--- config.mk ---
export PLATFORM = sky130hd
export DESIGN_NAME = cmc_ctrl
export DESIGN_NICKNAME = d
export VERILOG_FILES = /design/src/logic/cmc_pkg.sv /design/src/logic/cmc_ctrl.sv
export SDC_FILE = /design/constraint.sdc
export NUM_CORES = 1
export LEC_CHECK = 0
export ABC_AREA = 0
export ABC_CLOCK_PERIOD_IN_PS = 3100
export BUFFER_PORTS_ARGS = -buffer_cell sky130_fd_sc_hd__buf_2
export CAP_MARGIN = 30
export CORE_MARGIN = 3
export CORE_UTILIZATION = 40
export CTS_CLUSTER_DIAMETER = 30
export DETAILED_ROUTE_END_ITERATION = 12
export SLEW_MARGIN = 20
export SYNTH_ARGS = -nofsm -noshare
export SYNTH_HDL_FRONTEND = slang
export SYNTH_SLANG_ARGS = --single-unit
--- constraint.sdc ---
create_clock -name aclk -period 3.1 [get_ports aclk]
set_clock_uncertainty 0.15 [all_clocks]
set_input_delay 0.775 -clock aclk [delete_from_list [all_inputs] [get_ports aclk]]
set_output_delay 0.775 -clock aclk [all_outputs]
set_load 0.02 [all_outputs]
--- src/logic/cmc_pkg.sv ---
// constants and types for the codec mode change and calibration control
package cmc_pkg;
    // ==========================================================
    // register byte offsets
    localparam logic [7:0] A_CTRL = 8'h00;
    localparam logic [7:0] A_STAT = 8'h04;
    localparam logic [7:0] A_IFC  = 8'h08;
    localparam logic [7:0] A_FSPB = 8'h0c;
    localparam logic [7:0] A_CAP  = 8'h10;
    localparam logic [7:0] A_ALT  = 8'h14;
    // ==========================================================
    // field positions
    localparam int CTRL_MCE  = 0;
    localparam int STAT_CIP  = 0;
    localparam int STAT_BUSY = 1;
    localparam int IFC_PEN   = 0;
    localparam int IFC_CEN   = 1;
    localparam int IFC_CAL   = 2;
    localparam int FS_SRC    = 0;
    localparam int FS_DIV    = 1;
    localparam int ALT_XTAL  = 0;
    localparam int ALT_SPE   = 1;
    localparam int ALT_SF    = 2;
    localparam int ALT_PUN   = 4;
    localparam int ALT_CUN   = 5;
    localparam int ALT_M2    = 6;
    // ==========================================================
    // reset values and masks
    localparam logic [7:0] RST_IFC  = 8'h0c;
    localparam logic [7:0] RST_FSPB = 8'h00;
    localparam logic [7:0] RST_CAP  = 8'h00;
    localparam logic [7:0] RST_ALT  = 8'h00;
    localparam logic [7:0] BUSY_VAL = 8'h80;
    localparam logic [7:0] M_EN     = 8'h03;
    localparam logic [7:0] M_LO     = 8'h0f;
    localparam logic [7:0] M_HI     = 8'hf0;
    localparam logic [7:0] M_ALT_G  = 8'h0e;
    // ==========================================================
    // durations in sample periods
    localparam logic [7:0] CAL_SW_SMP   = 8'd40;
    localparam logic [7:0] CAL_CONV_SMP = 8'd136;
    localparam logic [7:0] CAL_DAC_SMP  = 8'd40;
    localparam logic [7:0] CAL_FULL_SMP = 8'd168;
    localparam logic [7:0] RESYNC_SMP   = 8'd2;
    localparam logic [7:0] OSC_SMP      = 8'd4;
    // ==========================================================
    localparam logic [1:0] RESP_OKAY   = 2'h0;
    localparam logic [1:0] RESP_SLVERR = 2'h2;

    typedef enum logic [2:0] {
        ST_PDOWN, ST_INIT, ST_IDLE, ST_RESYNC, ST_OSCW, ST_CAL
    } cmc_state_t;
endpackage : cmc_pkg

--- src/logic/cmc_ctrl.sv ---
// codec power-down, init, gated configuration, calibration and clock switching
// Summary of operation
// - power down: reads 0x80, mute, reference off
// - power-down release starts initialization with calibration
// - initializing: reads 0x80, writes dropped
// - registers hold reset values after initialization
// - reset runs same initialization at power-up
// - buffer enable and direction, both idle high
// - config, rate, serial bits need gate set
// - format nibble needs gate or unlock bit
// - enables ungated, applied when DMA idle
// - gate falling edge runs selected calibration
// - in-progress bit high during calibration; host polls
// - select 00: no mute, 40 once
// - select 01: mute DACs, 136 samples
// - select 10: mute DACs, 40 samples
// - select 11 or init: mute all, 168
// - clock change resynchronizes, reads 0x80
// - keep oscillators: no 0x80; else wait oscillator
// - mode one: format only via gate
// - playback unlock flushes FIFO, no calibration
// - capture unlock flushes FIFO, no calibration
//
// Local design decisions: the register addresses and the AXI4-Lite interface to the registers.
`timescale 1ns/100ps
module cmc_ctrl #(
    parameter int SAMPLE_BASE_CYC = 1024
) (
    input  wire logic       aclk,
    input  wire logic       aresetn,
    input  wire logic [7:0] s_axi_awaddr,
    input  wire logic       s_axi_awvalid,
    output logic            s_axi_awready,
    input  wire logic [31:0] s_axi_wdata,
    input  wire logic [3:0] s_axi_wstrb,
    input  wire logic       s_axi_wvalid,
    output logic            s_axi_wready,
    output logic [1:0]      s_axi_bresp,
    output logic            s_axi_bvalid,
    input  wire logic       s_axi_bready,
    input  wire logic [7:0] s_axi_araddr,
    input  wire logic       s_axi_arvalid,
    output logic            s_axi_arready,
    output logic [31:0]     s_axi_rdata,
    output logic [1:0]      s_axi_rresp,
    output logic            s_axi_rvalid,
    input  wire logic       s_axi_rready,
    input  wire logic       power_down_n,
    input  wire logic       pb_dma_busy,
    input  wire logic       cap_dma_busy,
    output logic            buffer_enable_out,
    output logic            buffer_direction_out,
    output logic            dac_mute_out,
    output logic            mixer_mute_out,
    output logic            vref_on_out,
    output logic            osc1_run_out,
    output logic            osc2_run_out,
    output logic            playback_enable_out,
    output logic            capture_enable_out,
    output logic            pb_fifo_flush,
    output logic            cap_fifo_flush
);
    // ==========================================================
    // state
    typedef struct packed {
        cmc_pkg::cmc_state_t st;
        logic [7:0]  cnt;
        logic [17:0] div;
        logic        mode_change_gate;
        logic [7:0]  ifc;
        logic [7:0]  fs;
        logic [7:0]  cap;
        logic [7:0]  alt;
        logic [1:0]  cur_sel;
        logic [1:0]  last_sel;
        logic        osc_pend;
        logic        aw_have;
        logic [7:0]  awaddr;
        logic        w_have;
        logic [7:0]  wdata;
        logic        wen;
        logic        awready;
        logic        wready;
        logic        bvalid;
        logic [1:0]  bresp;
        logic        arready;
        logic        rvalid;
        logic [7:0]  rdata;
        logic [1:0]  rresp;
        logic        buf_en;
        logic        buf_dir;
        logic        dac_mute;
        logic        mix_mute;
        logic        vref_on;
        logic        osc1;
        logic        osc2;
        logic        pb_en;
        logic        cap_en;
        logic        pb_flush;
        logic        cap_flush;
    } cmc_st_t;

    localparam cmc_st_t ST_RST = '{
        st: cmc_pkg::ST_INIT, cnt: cmc_pkg::CAL_FULL_SMP,
        ifc: cmc_pkg::RST_IFC, fs: cmc_pkg::RST_FSPB,
        cap: cmc_pkg::RST_CAP, alt: cmc_pkg::RST_ALT,
        cur_sel: 2'h3, last_sel: 2'h3, buf_en: 1'b1, buf_dir: 1'b1,
        dac_mute: 1'b1, mix_mute: 1'b1, default: '0};

    cmc_st_t s_ff;
    cmc_st_t nxt_s;

    function automatic logic [7:0] merge(input logic [7:0] o, input logic [7:0] d,
                                         input logic [7:0] m);
        merge = (o & ~m) | (d & m);
    endfunction : merge

    // zero length means go straight back to idle
    function automatic logic [7:0] cal_len(input logic [1:0] sel, input logic [1:0] last);
        case (sel)
            2'h0:    cal_len = (last != 2'h0) ? cmc_pkg::CAL_SW_SMP : 8'h00;
            2'h1:    cal_len = cmc_pkg::CAL_CONV_SMP;
            2'h2:    cal_len = cmc_pkg::CAL_DAC_SMP;
            default: cal_len = cmc_pkg::CAL_FULL_SMP;
        endcase
    endfunction : cal_len

    function automatic logic mapped(input logic [7:0] a);
        if (a == cmc_pkg::A_CTRL) mapped = 1'b1;
        else if (a == cmc_pkg::A_STAT) mapped = 1'b1;
        else if (a == cmc_pkg::A_IFC) mapped = 1'b1;
        else if (a == cmc_pkg::A_FSPB) mapped = 1'b1;
        else if (a == cmc_pkg::A_CAP) mapped = 1'b1;
        else if (a == cmc_pkg::A_ALT) mapped = 1'b1;
        else mapped = 1'b0;
    endfunction : mapped

    logic       busy;
    logic       tick;
    logic       do_wr;
    logic       mce_exit;
    logic       fmt_pb_ok;
    logic       fmt_cap_ok;
    logic [7:0] ln;
    logic [7:0] rd;

    // reads answer 0x80 and writes are dropped in these states
    assign busy = (s_ff.st == cmc_pkg::ST_PDOWN) || (s_ff.st == cmc_pkg::ST_INIT)
               || (s_ff.st == cmc_pkg::ST_RESYNC) || (s_ff.st == cmc_pkg::ST_OSCW);
    assign tick = (s_ff.div == 18'h0);
    assign do_wr = s_ff.aw_have && s_ff.w_have && !s_ff.bvalid;
    assign fmt_pb_ok = s_ff.mode_change_gate || (s_ff.alt[cmc_pkg::ALT_M2] && s_ff.alt[cmc_pkg::ALT_PUN]);
    assign fmt_cap_ok = s_ff.mode_change_gate || (s_ff.alt[cmc_pkg::ALT_M2] && s_ff.alt[cmc_pkg::ALT_CUN]);
    assign mce_exit = do_wr && !busy && s_ff.wen && (s_ff.awaddr == cmc_pkg::A_CTRL)
                   && s_ff.mode_change_gate && !s_ff.wdata[cmc_pkg::CTRL_MCE];
    assign ln = cal_len(s_ff.ifc[cmc_pkg::IFC_CAL +: 2], s_ff.last_sel);

    // ==========================================================
    // next state
    always_comb begin
        nxt_s = s_ff;
        nxt_s.pb_flush = 1'b0;
        nxt_s.cap_flush = 1'b0;
        // sample period divider; rate follows source and divide fields
        if (tick) begin
            nxt_s.div = 18'(({17'h0, s_ff.fs[cmc_pkg::FS_SRC]} + 18'(SAMPLE_BASE_CYC))
                        << s_ff.fs[cmc_pkg::FS_DIV +: 3]) - 18'h1;
        end else begin
            nxt_s.div = s_ff.div - 18'h1;
        end

        // bus slave: address and data taken in either order
        if (s_axi_awvalid && s_ff.awready) begin
            nxt_s.aw_have = 1'b1;
            nxt_s.awaddr = s_axi_awaddr;
        end
        if (s_axi_wvalid && s_ff.wready) begin
            nxt_s.w_have = 1'b1;
            nxt_s.wdata = s_axi_wdata[7:0];
            nxt_s.wen = s_axi_wstrb[0];
        end
        if (s_axi_bvalid && s_axi_bready) begin
            nxt_s.bvalid = 1'b0;
        end
        if (do_wr) begin
            nxt_s.aw_have = 1'b0;
            nxt_s.w_have = 1'b0;
            nxt_s.bvalid = 1'b1;
            nxt_s.bresp = mapped(s_ff.awaddr) ? cmc_pkg::RESP_OKAY : cmc_pkg::RESP_SLVERR;
        end
        if (do_wr && !busy && s_ff.wen) begin
            if (s_ff.awaddr == cmc_pkg::A_CTRL) begin
                nxt_s.mode_change_gate = s_ff.wdata[cmc_pkg::CTRL_MCE];
            end else if (s_ff.awaddr == cmc_pkg::A_IFC) begin
                nxt_s.ifc = merge(s_ff.ifc, s_ff.wdata, s_ff.mode_change_gate ? 8'hff : cmc_pkg::M_EN);
            end else if (s_ff.awaddr == cmc_pkg::A_FSPB) begin
                if (s_ff.mode_change_gate) begin
                    nxt_s.fs = merge(nxt_s.fs, s_ff.wdata, cmc_pkg::M_LO);
                end
                if (fmt_pb_ok) begin
                    nxt_s.fs = merge(nxt_s.fs, s_ff.wdata, cmc_pkg::M_HI);
                end
                // clock source or divide changed in one write
                if (s_ff.mode_change_gate && (s_ff.wdata[3:0] != s_ff.fs[3:0])) begin
                    if (s_ff.wdata[cmc_pkg::FS_SRC] != s_ff.fs[cmc_pkg::FS_SRC]
                        && !s_ff.alt[cmc_pkg::ALT_XTAL]) begin
                        nxt_s.osc_pend = 1'b1;
                    end
                    if (!s_ff.alt[cmc_pkg::ALT_XTAL]) begin
                        nxt_s.st = cmc_pkg::ST_RESYNC;
                        nxt_s.cnt = cmc_pkg::RESYNC_SMP;
                    end
                end
            end else if (s_ff.awaddr == cmc_pkg::A_CAP) begin
                if (fmt_cap_ok) begin
                    nxt_s.cap = merge(s_ff.cap, s_ff.wdata, cmc_pkg::M_HI);
                end
            end else if (s_ff.awaddr == cmc_pkg::A_ALT) begin
                nxt_s.alt = merge(s_ff.alt, s_ff.wdata,
                                  s_ff.mode_change_gate ? 8'h7f : ~cmc_pkg::M_ALT_G & 8'h7f);
                // unlock rising in second mode flushes, never calibrates
                nxt_s.pb_flush = s_ff.wdata[cmc_pkg::ALT_M2] && s_ff.wdata[cmc_pkg::ALT_PUN]
                              && !s_ff.alt[cmc_pkg::ALT_PUN];
                nxt_s.cap_flush = s_ff.wdata[cmc_pkg::ALT_M2] && s_ff.wdata[cmc_pkg::ALT_CUN]
                               && !s_ff.alt[cmc_pkg::ALT_CUN];
            end
        end
        if (s_axi_rvalid && s_axi_rready) begin
            nxt_s.rvalid = 1'b0;
        end
        if (s_axi_arvalid && s_ff.arready) begin
            nxt_s.rvalid = 1'b1;
            nxt_s.rresp = mapped(s_axi_araddr) ? cmc_pkg::RESP_OKAY : cmc_pkg::RESP_SLVERR;
            nxt_s.rdata = rd;
        end

        // sequencer
        case (s_ff.st)
            cmc_pkg::ST_PDOWN: begin
                // registers restart; a bus cycle in flight keeps its answer
                if (power_down_n) begin
                    nxt_s.st = cmc_pkg::ST_INIT;
                    nxt_s.cnt = ST_RST.cnt;
                    nxt_s.mode_change_gate = ST_RST.mode_change_gate;
                    nxt_s.ifc = ST_RST.ifc;
                    nxt_s.fs = ST_RST.fs;
                    nxt_s.cap = ST_RST.cap;
                    nxt_s.alt = ST_RST.alt;
                    nxt_s.cur_sel = ST_RST.cur_sel;
                    nxt_s.last_sel = ST_RST.last_sel;
                    nxt_s.osc_pend = ST_RST.osc_pend;
                end
            end
            cmc_pkg::ST_INIT, cmc_pkg::ST_RESYNC, cmc_pkg::ST_CAL: begin
                if (tick && s_ff.cnt <= 8'h1) begin
                    nxt_s.st = cmc_pkg::ST_IDLE;
                end else if (tick) begin
                    nxt_s.cnt = s_ff.cnt - 8'h1;
                end
            end
            cmc_pkg::ST_OSCW: begin
                if (tick && s_ff.cnt <= 8'h1) begin
                    nxt_s.osc_pend = 1'b0;
                    nxt_s.last_sel = s_ff.ifc[cmc_pkg::IFC_CAL +: 2];
                    nxt_s.cur_sel = s_ff.ifc[cmc_pkg::IFC_CAL +: 2];
                    nxt_s.cnt = ln;
                    nxt_s.st = (ln == 8'h0) ? cmc_pkg::ST_IDLE : cmc_pkg::ST_CAL;
                end else if (tick) begin
                    nxt_s.cnt = s_ff.cnt - 8'h1;
                end
            end
            default: begin
                if (mce_exit && s_ff.osc_pend) begin
                    nxt_s.st = cmc_pkg::ST_OSCW;
                    nxt_s.cnt = cmc_pkg::OSC_SMP;
                end else if (mce_exit) begin
                    nxt_s.last_sel = s_ff.ifc[cmc_pkg::IFC_CAL +: 2];
                    nxt_s.cur_sel = s_ff.ifc[cmc_pkg::IFC_CAL +: 2];
                    nxt_s.cnt = ln;
                    nxt_s.st = (ln == 8'h0) ? cmc_pkg::ST_IDLE : cmc_pkg::ST_CAL;
                end
            end
        endcase
        if (!power_down_n) begin
            nxt_s.st = cmc_pkg::ST_PDOWN;
        end

        // new enables wait for the current DMA sample to finish
        if (!pb_dma_busy) begin
            nxt_s.pb_en = s_ff.ifc[cmc_pkg::IFC_PEN];
        end
        if (!cap_dma_busy) begin
            nxt_s.cap_en = s_ff.ifc[cmc_pkg::IFC_CEN];
        end
        if (nxt_s.st == cmc_pkg::ST_PDOWN || nxt_s.st == cmc_pkg::ST_INIT) begin
            nxt_s.pb_en = 1'b0;
            nxt_s.cap_en = 1'b0;
        end

        nxt_s.awready = !nxt_s.aw_have;
        nxt_s.wready = !nxt_s.w_have;
        nxt_s.arready = !nxt_s.rvalid;
        // transceiver turns toward the bus only while read data is out
        nxt_s.buf_en = !(nxt_s.rvalid || do_wr);
        nxt_s.buf_dir = !nxt_s.rvalid;
        nxt_s.vref_on = (nxt_s.st != cmc_pkg::ST_PDOWN);
        nxt_s.dac_mute = (nxt_s.st == cmc_pkg::ST_PDOWN) || (nxt_s.st == cmc_pkg::ST_INIT)
                      || (nxt_s.st == cmc_pkg::ST_CAL && nxt_s.cur_sel != 2'h0);
        nxt_s.mix_mute = (nxt_s.st == cmc_pkg::ST_PDOWN) || (nxt_s.st == cmc_pkg::ST_INIT)
                      || (nxt_s.st == cmc_pkg::ST_CAL && nxt_s.cur_sel == 2'h3);
        // the unused oscillator stops unless both are kept
        nxt_s.osc1 = nxt_s.vref_on && (nxt_s.alt[cmc_pkg::ALT_XTAL]
                  || !nxt_s.fs[cmc_pkg::FS_SRC]);
        nxt_s.osc2 = nxt_s.vref_on && (nxt_s.alt[cmc_pkg::ALT_XTAL]
                  || nxt_s.fs[cmc_pkg::FS_SRC]);
    end

    // ==========================================================
    // read mux
    always_comb begin
        rd = 8'h00;
        if (busy && mapped(s_axi_araddr)) begin
            rd = cmc_pkg::BUSY_VAL;
        end else if (s_axi_araddr == cmc_pkg::A_CTRL) begin
            rd = {7'h0, s_ff.mode_change_gate};
        end else if (s_axi_araddr == cmc_pkg::A_STAT) begin
            rd = {6'h0, busy, s_ff.st == cmc_pkg::ST_CAL};
        end else if (s_axi_araddr == cmc_pkg::A_IFC) begin
            rd = s_ff.ifc;
        end else if (s_axi_araddr == cmc_pkg::A_FSPB) begin
            rd = s_ff.fs;
        end else if (s_axi_araddr == cmc_pkg::A_CAP) begin
            rd = s_ff.cap;
        end else if (s_axi_araddr == cmc_pkg::A_ALT) begin
            rd = s_ff.alt;
        end
    end

    always_ff @(posedge aclk) begin
        if (!aresetn) begin
            s_ff <= ST_RST;
        end else begin
            s_ff <= nxt_s;
        end
    end

    assign s_axi_awready = s_ff.awready;
    assign s_axi_wready = s_ff.wready;
    assign s_axi_bvalid = s_ff.bvalid;
    assign s_axi_bresp = s_ff.bresp;
    assign s_axi_arready = s_ff.arready;
    assign s_axi_rvalid = s_ff.rvalid;
    assign s_axi_rresp = s_ff.rresp;
    assign s_axi_rdata = {24'h0, s_ff.rdata};
    assign buffer_enable_out = s_ff.buf_en;
    assign buffer_direction_out = s_ff.buf_dir;
    assign dac_mute_out = s_ff.dac_mute;
    assign mixer_mute_out = s_ff.mix_mute;
    assign vref_on_out = s_ff.vref_on;
    assign osc1_run_out = s_ff.osc1;
    assign osc2_run_out = s_ff.osc2;
    assign playback_enable_out = s_ff.pb_en;
    assign capture_enable_out = s_ff.cap_en;
    assign pb_fifo_flush = s_ff.pb_flush;
    assign cap_fifo_flush = s_ff.cap_flush;
endmodule : cmc_ctrl

==> results.toml <==
[status]
status = "finished, final reports clean"

[global_routing]
grt_overflow = 0
grt_pass1_vias = 4409
grt_pass1_wl_um = 22000
grt_start_max_net_pins = 30
antenna_found_initial = 0
gr-usage-all-layers_pct = 18.2

[power_and_ir_drop]
switching_power_mw = 1.13
switching_share_pct = 32.3
seqPwrFrac_pct = 45.6
p_clk_share_pct = 31.7
leakagePower_nw = 2.50
combPwrFrac_pct = 22.7
power_density_nw_per_um2 = 569
p_int_mw = 2.36
irDropWorstVdd_mv = 0.323

[synthesis]
synth_top_cell_by_area = "dfxtp_1"
synth.top_cell.area_share_pct = 39.3
synth_common_cells = "dfxtp_1 (107), nor2_1 (73), nand2_1 (67)"
synth_edf_count = 0
yosys_warnings = 0
synth_cell_types = 68
synth_area_leaders = "dfxtp_1 (39%), a21oi_1 (5.7%), nor2_1 (5.0%), buf_4 (5.0%), mux2i_1 (5.0%)"
ys_seq_elements = 107
ys_seq_area_share_pct = 39.3
synth_area_um2 = 5450
yosysMostFrequentCell = "dfxtp_1"
synth_area_per_cell_um2 = 8.24
ys.flop_type = "dfxtp_1"
syn_inst = 661
synth-async-reset-ratio_pct = 0

[sta]
worst_hold_slack_ns = 0.308
fin_crit_sh_pct = 93.7
rsz0062_at_grt = "no"
tightest_slew_ns = 0.703
fmaxAchievable_mhz = 344
report.final.hold_viol_count = 0
slew_violations = 0
fin_tns_setup_ns = 0
slew_headroom_pct = 52.7
final-setup-viol-count = 0
final.setup.worst_slack_ns = 0.196
fin_crit_ns = 2.90

[route]
wirelength_um = 13600
avgRoutedWirePerCell_um = 15.3
drtIter0Drc = 253
viasPerCell = 5.43
route.antenna.remaining_nets = 0
drcViolationCount = 0
drt_first_pass_iters = 5
num_vias = 4842

[setup_path]
path_common_cell = "and3_1"
criticalPathCategory = "register to register"
rr_worst_depth = 12
r2r_setup_slack_ns = 0.20
path_buf_inv = 0
crit_slowest_cell = "or4b_1"
crit_fanout = 6
cp_data_required_time_ns = 3.20
critPathMaxStageDelay_ns = 0.53
crit_chain = "nor4_4 -> nand4_2 -> nor2_1 -> and3_1 -> a21oi_1 -> ha_1 -> and3_1 -> o41a_1 -> nand2_1 -> or4b_1 -> xor2_1 -> and2_1"
crit_path_end_kind = "register"
cp_top_family = "simple AND/OR/NAND/NOR gates"
crit_arrival_ns = 3.01
reg2reg_to = "s_ff[101]"
r2r_start = "s_ff[87]"
startpoint_type = "register"

[hold_path]
min_to = "s_axi_rdata[5]"
min-delay-start = "s_axi_rdata[5]"
worstHoldPathCells = 2
hp-class = "register to register"

[placement]
pre_cts_slack_ns = 0.176
post-place-cells = 876
portBuffers = 60
place_hpwl_um = 10300
placed_area_um2 = 5830
gp_congestion = 0.924

[clocking]
clockBufferDepth = 2
clock-sinks = 107
clkLatencyLatePin_ns = 0.35
cts_setup_buffers = 0
cts_buffers = 9
cts_root_buf = "clkbuf_16"
cts_tree = "yes"
clkTransAtPathRegs_ns = 0.07
htreeDepth = 3

[finish]
fin_cells = 892
regMostFlops = "s_ff"
fin_nets = 779
finish.instance_area_um2 = 6120
n_antenna_cell = 0
area_growth_pct = 12.4
largest_register_ffs = 81
fill_cells = 1313
drive_gt1_share_pct = 17.2

[floorplanning]
die-area_um2 = 15100
die_h_um = 123
io_pins = 114
die_w_um = 123
start_util_pct = 41.0
core_region_area_um2 = 13300
rows = 42

[job]
max_cap_viol_count = 0
## cell type report
type                    count  area, um2  area share (%)
multi-input cells         487       2910            47.6
flip-flops and latches    107       2140            35.0
clock buffers               9        225            3.68
well taps                 176        220            3.60
repair buffers             84        480            7.84
inverters                  22       82.6            1.35
clock inverters             7       58.8           0.960
## per-stage QoR
step           utilization (%)  power (mW)
2_1_floorplan                -        2.23
3_3_place_gp              43.9        2.38
3_5_place_dp              43.9        2.40
4_1_cts                   46.0        3.51
5_1_grt                   46.1        3.66
6_report                  46.1        3.49
## logic make-up (layout without fill, tap and decap cells)
kind of cell             Yosys count  count (layout)  synth area share, %
other                              1              26               0.0688
flip-flops                       107             107                 39.3
AO/OA/AOI/OAI                    162             162                 18.8
buffers and inverters             92             122                 9.05
XOR/XNOR                          13              13                 2.09
AND/OR/NAND/NOR                  250             250                 23.7
multiplexers                      30              30                 5.58
adder cells (fa/ha/maj)            6               6                 1.38
## layout by cell type, fill, tap and decap left out, types with 5 or more instances in the layout
master	count
buf_4	24
nor2_1	73
buf_2	60
ha_1	6
o21ai_0	28
a21o_1	5
nand2_1	67
xor2_1	8
and2_1	10
xnor2_1	5
a211oi_1	7
nor3b_1	5
a31oi_1	10
or3_1	6
dfxtp_1	105
clkbuf_16	9
nand4_1	5
nor4_1	9
mux2i_1	27
a22oi_1	5
nand3_1	14
inv_1	22
a221oi_1	7
a21oi_1	62
nor3_1	22
conb_1	26
## metal layers
layer  vias up  wire (um)  GRT usage, %
li1       2397          -             -
met1      2295       6180          24.0
met2       135       6630          30.2
met3        15        633          2.81
met4         0        201          6.58
met5         -          0             0
## worst register-to-register path, cell delays in order (launching register included)
cell	delay, ns
dfxtp_1	0.42
nor4_4	0.10
nand4_2	0.11
nor2_1	0.06
and3_1	0.20
a21oi_1	0.16
ha_1	0.22
and3_1	0.20
o41a_1	0.23
nand2_1	0.13
or4b_1	0.53
xor2_1	0.15
and2_1	0.15
## worst max path at each step
stage | startpoint | endpoint | slack (ns) | depth (start not counted)
finish | s_ff[87] | s_ff[101] | 0.20 | 12
global route | s_ff[87] | s_ff[101] | 0.03 | 12
floorplan | s_ff[93] | s_ff[101] | 0.26 | 13
global placement | s_ff[86] | s_ff[101] | 0.20 | 12
CTS | s_ff[86] | s_ff[101] | 0.15 | 12
detailed placement | s_ff[90] | s_ff[101] | 0.18 | 12
## power groups by stage
stage	Combinational [mW]	Clock, mW	Sequential, mW
after floorplan	0.632	0	1.60
after global placement	0.771	0	1.61
after detailed placement	0.783	0	1.61
after CTS	0.787	1.14	1.58
after global routing	0.879	1.18	1.60
final	0.792	1.11	1.59
## repair_timing
action	in CTS	in global routing
endpoints found under the setup margin	0	2
hold endpoints to repair	0	0
gates resized for setup	0	3
hold buffers	0	0
(Power assumes the default switching activity.)
